[src/smc_regs.svh]
`ifndef SMC_REGS_SVH
`define SMC_REGS_SVH

// modulator control register location
`define SMC_CTRL_ADDR    8'h00
`define SMC_CTRL_WORD    6'h00

// field positions inside the control byte
`define SMC_BIT_ENABLE   7
`define SMC_BIT_OE       6
`define SMC_BIT_SLEW     5
`define SMC_BIT_POL      4
`define SMC_BIT_OUTVAL   3
`define SMC_BIT_SWBIT    0

// reset value and access masks
`define SMC_CTRL_RESET   8'h20
`define SMC_CTRL_WMASK   8'hF1
`define SMC_CTRL_RMASK   8'hF9

`endif

[src/smc_pkg.sv]
`include "smc_regs.svh"

package smc_pkg;

    typedef logic [7:0]  smc_addr_t;
    typedef logic [31:0] smc_data_t;
    typedef logic [3:0]  smc_sel_t;

    typedef enum logic [0:0] {
        SMC_ST_IDLE = 1'b0,
        SMC_ST_ACK  = 1'b1
    } smc_bus_state_t;

    function automatic logic smc_addr_hit(input smc_addr_t adr);
        return adr[7:2] == `SMC_CTRL_WORD;
    endfunction

endpackage

[src/smc_wb_slave.sv]
`timescale 1ns/1ns

module smc_wb_slave (
    input  wire logic clk_i,
    input  wire logic rst_i,
    input  wire logic cyc_i,
    input  wire logic stb_i,
    output logic      ack_o,
    output logic      take_o,
    output logic      commit_o
);
    import smc_pkg::*;

    smc_bus_state_t state_r;
    smc_bus_state_t state_nxt;

    // take: request seen in idle; commit: the edge where master samples ack
    assign take_o   = (state_r == SMC_ST_IDLE) && cyc_i && stb_i;
    assign commit_o = (state_r == SMC_ST_ACK) && cyc_i && stb_i;
    assign ack_o    = (state_r == SMC_ST_ACK);

    always_comb begin
        case (state_r)
            SMC_ST_IDLE: state_nxt = take_o ? SMC_ST_ACK : SMC_ST_IDLE;
            SMC_ST_ACK:  state_nxt = SMC_ST_IDLE;
            default:     state_nxt = SMC_ST_IDLE;
        endcase
    end

    always_ff @(posedge clk_i) begin
        if (rst_i) begin
            state_r <= SMC_ST_IDLE;
        end else begin
            state_r <= state_nxt;
        end
    end

endmodule

[src/smc_mixer.sv]
`timescale 1ns/1ns

module smc_mixer (
    input  wire logic clk_i,
    input  wire logic rst_i,
    input  wire logic modulator_enable_i,
    input  wire logic carrier_high_i,
    input  wire logic carrier_low_i,
    input  wire logic modulator_src_i,
    input  wire logic sw_bit_selected_i,
    input  wire logic software_modulator_bit_i,
    output logic      mix_o
);
    logic carrier_high_g;
    logic carrier_low_g;
    logic modulator_g;
    logic mix_nxt;
    logic mix_r;

    // disabled: carriers grounded, modulator taken from the software bit
    assign carrier_high_g = modulator_enable_i & carrier_high_i;
    assign carrier_low_g  = modulator_enable_i & carrier_low_i;
    assign modulator_g    = (modulator_enable_i & ~sw_bit_selected_i) ?
                            modulator_src_i : software_modulator_bit_i;

    // high carrier while modulator high, low carrier while it is low
    assign mix_nxt = (modulator_g & carrier_high_g) |
                     (~modulator_g & carrier_low_g);
    assign mix_o   = mix_r;

    always_ff @(posedge clk_i) begin
        if (rst_i) begin
            mix_r <= 1'b0;
        end else begin
            mix_r <= mix_nxt;
        end
    end

endmodule

[src/smc_top.sv]
`timescale 1ns/1ns
`include "smc_regs.svh"

module smc_top (
    input  wire logic            clk_i,
    input  wire logic            rst_i,
    input  wire logic            wb_cyc_i,
    input  wire logic            wb_stb_i,
    input  wire logic            wb_we_i,
    input  wire smc_pkg::smc_addr_t wb_adr_i,
    input  wire smc_pkg::smc_sel_t  wb_sel_i,
    input  wire smc_pkg::smc_data_t wb_dat_i,
    output smc_pkg::smc_data_t   wb_dat_o,
    output logic                 wb_ack_o,
    input  wire logic            carrier_high_i,
    input  wire logic            carrier_low_i,
    input  wire logic            modulator_src_i,
    input  wire logic            sw_bit_selected_i,
    output logic                 modulated_pin_o,
    output logic                 output_slew_limit_o,
    output logic                 modulator_active_o
);
    import smc_pkg::*;

    // control fields
    logic      modulator_enable_r;
    logic      modulated_pin_output_enable_r;
    logic      output_slew_limit_r;
    logic      output_polarity_invert_r;
    logic      software_modulator_bit_r;
    logic      modulated_output_value_r;
    logic      pin_r;
    smc_data_t rdata_r;

    // bus decode
    logic      bus_take;
    logic      bus_commit;
    logic      bus_ack;
    logic      addr_hit;
    logic      ctrl_write;
    logic [7:0] wbyte;
    logic [7:0] ctrl_read;
    smc_data_t rdata_nxt;

    // datapath
    logic      mix_w;
    logic      out_value_nxt;
    logic      pin_nxt;

    smc_wb_slave u_slave (
        .clk_i    (clk_i),
        .rst_i    (rst_i),
        .cyc_i    (wb_cyc_i),
        .stb_i    (wb_stb_i),
        .ack_o    (bus_ack),
        .take_o   (bus_take),
        .commit_o (bus_commit)
    );

    smc_mixer u_mixer (
        .clk_i                    (clk_i),
        .rst_i                    (rst_i),
        .modulator_enable_i       (modulator_enable_r),
        .carrier_high_i           (carrier_high_i),
        .carrier_low_i            (carrier_low_i),
        .modulator_src_i          (modulator_src_i),
        .sw_bit_selected_i        (sw_bit_selected_i),
        .software_modulator_bit_i (software_modulator_bit_r),
        .mix_o                    (mix_w)
    );

    assign addr_hit   = smc_addr_hit(wb_adr_i);
    // write lands on the edge where the master samples ack
    assign ctrl_write = bus_commit && wb_we_i && addr_hit && wb_sel_i[0];
    assign wbyte      = wb_dat_i[7:0];

    // unimplemented bits 2-1 forced to zero, upper bits zero
    assign ctrl_read = {modulator_enable_r,
                        modulated_pin_output_enable_r,
                        output_slew_limit_r,
                        output_polarity_invert_r,
                        modulated_output_value_r,
                        2'b00,
                        software_modulator_bit_r} & `SMC_CTRL_RMASK;
    assign rdata_nxt = (addr_hit && !wb_we_i) ? {24'h000000, ctrl_read} : 32'h00000000;

    // status view of the modulator output, polarity applied
    assign out_value_nxt = mix_w ^ output_polarity_invert_r;
    // pin held low while output enable is clear
    assign pin_nxt = modulated_pin_output_enable_r & out_value_nxt;

    always_ff @(posedge clk_i) begin
        if (rst_i) begin
            modulator_enable_r            <= 1'b0;
            modulated_pin_output_enable_r <= 1'b0;
            output_slew_limit_r           <= 1'b1;
            output_polarity_invert_r      <= 1'b0;
            software_modulator_bit_r      <= 1'b0;
        end else if (ctrl_write) begin
            // bits 3, 2, 1 are never stored from the bus
            modulator_enable_r            <= wbyte[`SMC_BIT_ENABLE];
            modulated_pin_output_enable_r <= wbyte[`SMC_BIT_OE];
            output_slew_limit_r           <= wbyte[`SMC_BIT_SLEW];
            output_polarity_invert_r      <= wbyte[`SMC_BIT_POL];
            software_modulator_bit_r      <= wbyte[`SMC_BIT_SWBIT];
        end
    end

    always_ff @(posedge clk_i) begin
        if (rst_i) begin
            modulated_output_value_r <= 1'b0;
            pin_r                    <= 1'b0;
        end else begin
            modulated_output_value_r <= out_value_nxt;
            pin_r                    <= pin_nxt;
        end
    end

    always_ff @(posedge clk_i) begin
        if (rst_i) begin
            rdata_r <= 32'h00000000;
        end else if (bus_take) begin
            rdata_r <= rdata_nxt;
        end
    end

    assign wb_dat_o            = rdata_r;
    assign wb_ack_o            = bus_ack;
    assign modulated_pin_o     = pin_r;
    assign output_slew_limit_o = output_slew_limit_r;
    assign modulator_active_o  = modulator_enable_r;
endmodule

[config.mk]
export PLATFORM = sky130hd
export DESIGN_NAME = smc_top
export DESIGN_NICKNAME = d
export VERILOG_FILES = /design/src/smc_pkg.sv /design/src/smc_wb_slave.sv /design/src/smc_mixer.sv /design/src/smc_top.sv
export VERILOG_INCLUDE_DIRS = /design/src
export SDC_FILE = /design/constraint.sdc
export NUM_CORES = 1
export LEC_CHECK = 0
export ABC_AREA = 1
export BUFFER_PORTS_ARGS = -buffer_cell sky130_fd_sc_hd__buf_2
export CORE_MARGIN = 3
export CORE_UTILIZATION = 37
export CTS_CLUSTER_SIZE = 25
export DETAILED_ROUTE_END_ITERATION = 7
export PLACE_DENSITY = 0.85
export SYNTH_ARGS = -nofsm -noshare
export SYNTH_HDL_FRONTEND = slang
export SYNTH_SLANG_ARGS = --single-unit
export TNS_END_PERCENT = 10
[constraint.sdc]
create_clock -name clk_i -period 1.8 [get_ports clk_i]
set_input_delay 0.18 -clock clk_i [delete_from_list [all_inputs] [get_ports clk_i]]
set_output_delay 0.18 -clock clk_i [all_outputs]
set_load 0.01 [all_outputs]
[Word-level counts from Yosys, hierarchy flattened]
Cells that the tools add are included.
Operators by class
  multiplexer cells: 4
  bitwise gates (word level): 11
  reduce and logical (&&, ||, !) cells: 10
Operators by type and width (number)
  $logic_and 1x1->1: 8
  $mux 8: 1
  $and 1x1->1: 6
  $logic_not 6->1: 1
  $not 1->1: 3
  $mux 1: 2
  $pmux 1 s2: 1
  $logic_not 1->1: 1
  $or 1x1->1: 1
  $xor 1x1->1: 1
Storage, ports and cells
  output and inout bits: 36
  logic and storage cells: 35
  input port bits: 53
  register bits: 41

[Longest topological paths before layout]
  depth after elaboration: 6
  gate-level depth with buffers: 7
  mapped depth without buffers: 6

[Modules after synthesis]
Synthesis repeated with hierarchy kept, for this count alone.
Unflattened totals
  cell total of the unflattened synthesis: 117
  area, all modules: 869.6 µm²
By module, submodules not included
  smc_top: times used 1, sequential area each 260.2 µm², cells each 98, area an instance 748.2 µm²
  smc_mixer: times used 1, sequential area each 20.0 µm², cells each 13, area an instance 73.8 µm²
  smc_wb_slave: times used 1, sequential area each 20.0 µm², cells each 6, area an instance 47.5 µm²

[Least setup slack after synthesis]
No wires, ideal clock.
  path type: register to register
  start: register u_slave.state_r, in the netlist u_slave.ack_o
  end: register modulator_enable_r, in the netlist modulator_active_o
  period minus slack after synthesis: 1.008 ns
  data arrival time: 0.944 ns
  required time: 1.736 ns
  slack: 0.792 ns
  cell stages (with the launch flop): 7
  path buffers: 0
  library setup time: 0.064 ns
  path through: dfxtp_1 nand3_2 nor2_4 inv_2 nor2_4 nor2_1 nor2_1
On the way
  word-level cells in the longest chain between the ends: 5
Ends and longest elaborated chain
  start, declared: RTL line smc_wb_slave.sv:14  | smc_bus_state_t state_r;
  start signal, assigned: RTL line smc_wb_slave.sv:34  | state_r <= state_nxt;
  $logic_and 1x1->1 (2 in series): RTL line smc_wb_slave.sv:19  | assign commit_o = (state_r == SMC_ST_ACK) && cyc_i && stb_i;
  $logic_and 1x1->1 (3 in series): RTL line smc_top.sv:74  | assign ctrl_write = bus_commit && wb_we_i && addr_hit && wb_sel_i[0];
  end signal, assigned: RTL line smc_top.sv:101  | modulator_enable_r <= wbyte[`SMC_BIT_ENABLE];
  end, declared: RTL line smc_top.sv:26  | logic modulator_enable_r;
No other way between the ends.
A chain may end at the register's enable or synchronous reset.

[Worst setup path in the final report]
  start: register u_slave.state_r, in the netlist u_slave.ack_o
  end: register modulated_pin_output_enable_r
On the way
  word-level cells in the longest chain between the ends: 5
Ends and longest elaborated chain
  $logic_and 1x1->1 (2 in series): RTL line smc_wb_slave.sv:19
  $logic_and 1x1->1 (3 in series): RTL line smc_top.sv:74
  end signal, assigned: RTL line smc_top.sv:102  | modulated_pin_output_enable_r <= wbyte[`SMC_BIT_OE];
  end, declared: RTL line smc_top.sv:27  | logic modulated_pin_output_enable_r;
No other way between the ends.

==> impl_metrics.ini <==
[timing]
maxSlewViolCount = 0
period_minus_slack_ns = 1.102
hold_slack_ns = 0.09885
setup_viol = 0
hold_viol_final = 0
rsz0062_at_grt = no
fin_tns_setup_ns = 0
max_freq_mhz = 907.6
min_period_over_period_pct = 61.21
fin_skew_ns = 0.005470

[cts]
holdBufCountCts = 0
cts-htree-levels = 1
cts_resized = 0
clock-root-buffer = clkbuf_4
clock_latency_ns = 0.28
clkSinkCount = 15
cts_tree = built
cts_buffers = 3
cts_setup_buffers = 0
clk_pin_slew_worst_paths_ns = 0.09
cts_buffer_depth = 2

[floorplan]
die_area_um2 = 2949
fp-row-count = 16
fp.coreArea_um2 = 2082
die_h_um = 54.31
io_pins = 89
start_util_pct = 41.47
die_w_um = 54.31

[synthesis]
ys.warnings.count = 0
syn_area_um2 = 863.3
yosysSeqAreaShare_pct = 34.78
synth_cell_types = 21
avgSynthCellArea_um2 = 7.573
synthCells = 114
ys_ff_latch = 15

[final_layout]
drive_gt1_share_pct = 30.34
antenna_cells = 0
syn2layout_area_growth_pct = 11.01
final_cells = 172
fin_area_um2 = 958.4
nets = 199
post-route-util_pct = 46.03

[placed_design]
dp_cells = 168
routabilityCongestion = 0.7716
numPortBuffers = 30
hpwl_mm = 1.282
place_area_um2 = 930.9

[global_route]
overflow = 0
grt_pass1_wl_mm = 2.325
antenna_found_initial = 0
grt_max_degree = 13
grt_pass1_vias = 560
grt.total_usage_pct = 10.96

[power_and_ir_drop]
max-vdd-ir-drop_mv = 0.4309
power_density_nw_per_um2 = 660.3
leakagePower_nw = 0.4782

[critical_path]
cp_num_buf_inv = 1
worstSetupStartpointType = flop
critPathTopFamily = simple AND/OR/NAND/NOR gates
worstSetupPathType = reg -> reg
crit_path_max_fanout = 6
arrival_ns = 1.32
worstSetupStartpoint = u_slave.ack_o$_SDFF_PP0_
crit_chain = nand3_2 -> nor2_4 -> inv_2 -> nor2_4 -> nor2_1 -> nor2_1
max_stage_delay_ns = 0.39
required_ns = 2.02
slowest_stage = dfxtp_1
end_kind = flop
reg2reg_from = u_slave.ack_o$_SDFF_PP0_

[run_status]
status = finished, final reports clean

[drt]
route.detailed.drc = 0
vias = 724
drt_iter0_markers = 8
postRouteAntennaNets = 0
wire_per_inst_um = 9.442
routed_wl_mm = 1.624
dr.pass1.iters = 4
vias_per_cell = 4.209

[hold_path]
hold_class = in -> reg
min_from = wb_dat_i[5]

[job]
drv_cap = 0
[synthesized netlist by cell type]
cell type | instances | area, um^2
nor2_4 | 2 | 22.52
nand2_1 | 11 | 41.29
conb_1 | 1 | 3.750
nand3_2 | 1 | 10.01
xnor2_1 | 1 | 8.760
o21ai_0 | 6 | 30.03
a21oi_2 | 2 | 17.52
nor2_1 | 12 | 45.04
buf_6 | 1 | 11.26
dfxtp_1 | 15 | 300.3
nand2_2 | 1 | 6.260
clkbuf_1 | 1 | 3.750
nor3b_1 | 1 | 7.510
a21oi_1 | 5 | 25.02
nand3_1 | 14 | 70.07
nand4_1 | 1 | 6.260
inv_1 | 8 | 30.03
inv_2 | 1 | 3.750
buf_4 | 27 | 202.7
nor2_2 | 2 | 12.51
nor3_1 | 1 | 5.000
[layout make-up]
class	count	area, um^2
Clock buffer	3	22.52
Clock inverter	1	5.005
Fill cell	243	1124
Inverter	9	33.78
Multi-Input combinational cell	86	405.4
Sequential cell	15	300.3
Tap cell	27	33.78
Timing Repair Buffer	31	157.7
[worst min-delay path: cells and delay by family]
kind	cells	cell delay (ns)
and+or+nand+nor	2	0.09
buffers and inverters	1	0.08
[logic make-up (layout without fill, tap and decap cells)]
group / after synthesis / count (layout) / synth area share (%)
other cells: 1 / 26 / 0.4344
buf+inv: 38 / 44 / 29.13
simple gates: 46 / 46 / 26.23
xor+xnor: 1 / 1 / 1.015
flops: 15 / 15 / 34.78
compound gates: 13 / 13 / 8.406
[state kept, by name, indices dropped and copies added, names as in the netlist]
| name | count |
|---|---|
| wb_dat_o | 6 |
| output_polarity_invert_r | 1 |
| modulated_pin_o | 1 |
| u_slave.ack_o | 1 |
| modulated_pin_output_enable_r | 1 |
| modulator_active_o | 1 |
| output_slew_limit_o | 1 |
| modulated_output_value_r | 1 |
| software_modulator_bit_r | 1 |
| u_mixer.mix_o | 1 |
[stage by stage]
step	setup WS, ns	total power, mW
2_1_floorplan	0.7922	0.4515
3_3_place_gp	0.6326	0.4449
3_5_place_dp	0.6186	0.4462
4_1_cts	0.6790	0.6396
5_1_grt	0.6029	0.6682
6_report	0.6982	0.6329
[per-layer routing]
layer / GRT usage [%] / vias to the layer above / part of all wire [%]
met1: 12.58 / 315 / 41
met5: 0 / - / 0
li1: - / 370 / -
met2: 18.33 / 39 / 47
met4: 1.245 / 0 / 0
met3: 5.995 / 0 / 12
[where the power goes]
group          total [mW]  leakage, nW  internal, mW  switching [mW]
Combinational      0.0943        0.339        0.0319          0.0624
Sequential          0.345        0.122         0.341         0.00453
Clock               0.193       0.0177        0.0825           0.111
[layout by cell type (no fill, tap or decap), types with 2 or more instances in the layout]
| master | count |
|---|---|
| buf_2 | 30 |
| conb_1 | 26 |
| dfxtp_1 | 15 |
| nand3_1 | 14 |
| nor2_1 | 12 |
| nand2_1 | 11 |
| inv_1 | 8 |
| o21ai_0 | 6 |
| a21oi_1 | 5 |
| clkbuf_4 | 3 |
| nor2_2 | 2 |
| nor2_4 | 2 |
| a21oi_2 | 2 |
[path summary, 6_finish.rpt]
kind                            cells after the start  slack [ns]                                    endpoint
worst max-delay path                                6        0.70  modulated_pin_output_enable_r$_SDFFE_PP0P_
worst min-delay path                                3         0.1            output_slew_limit_o$_SDFFE_PP1P_
worst max register to register                      6        0.70  modulated_pin_output_enable_r$_SDFFE_PP0P_
worst min register to register                      2        0.48                    wb_dat_o[3]$_SDFFE_PP0P_
(Power assumes the default switching activity.)
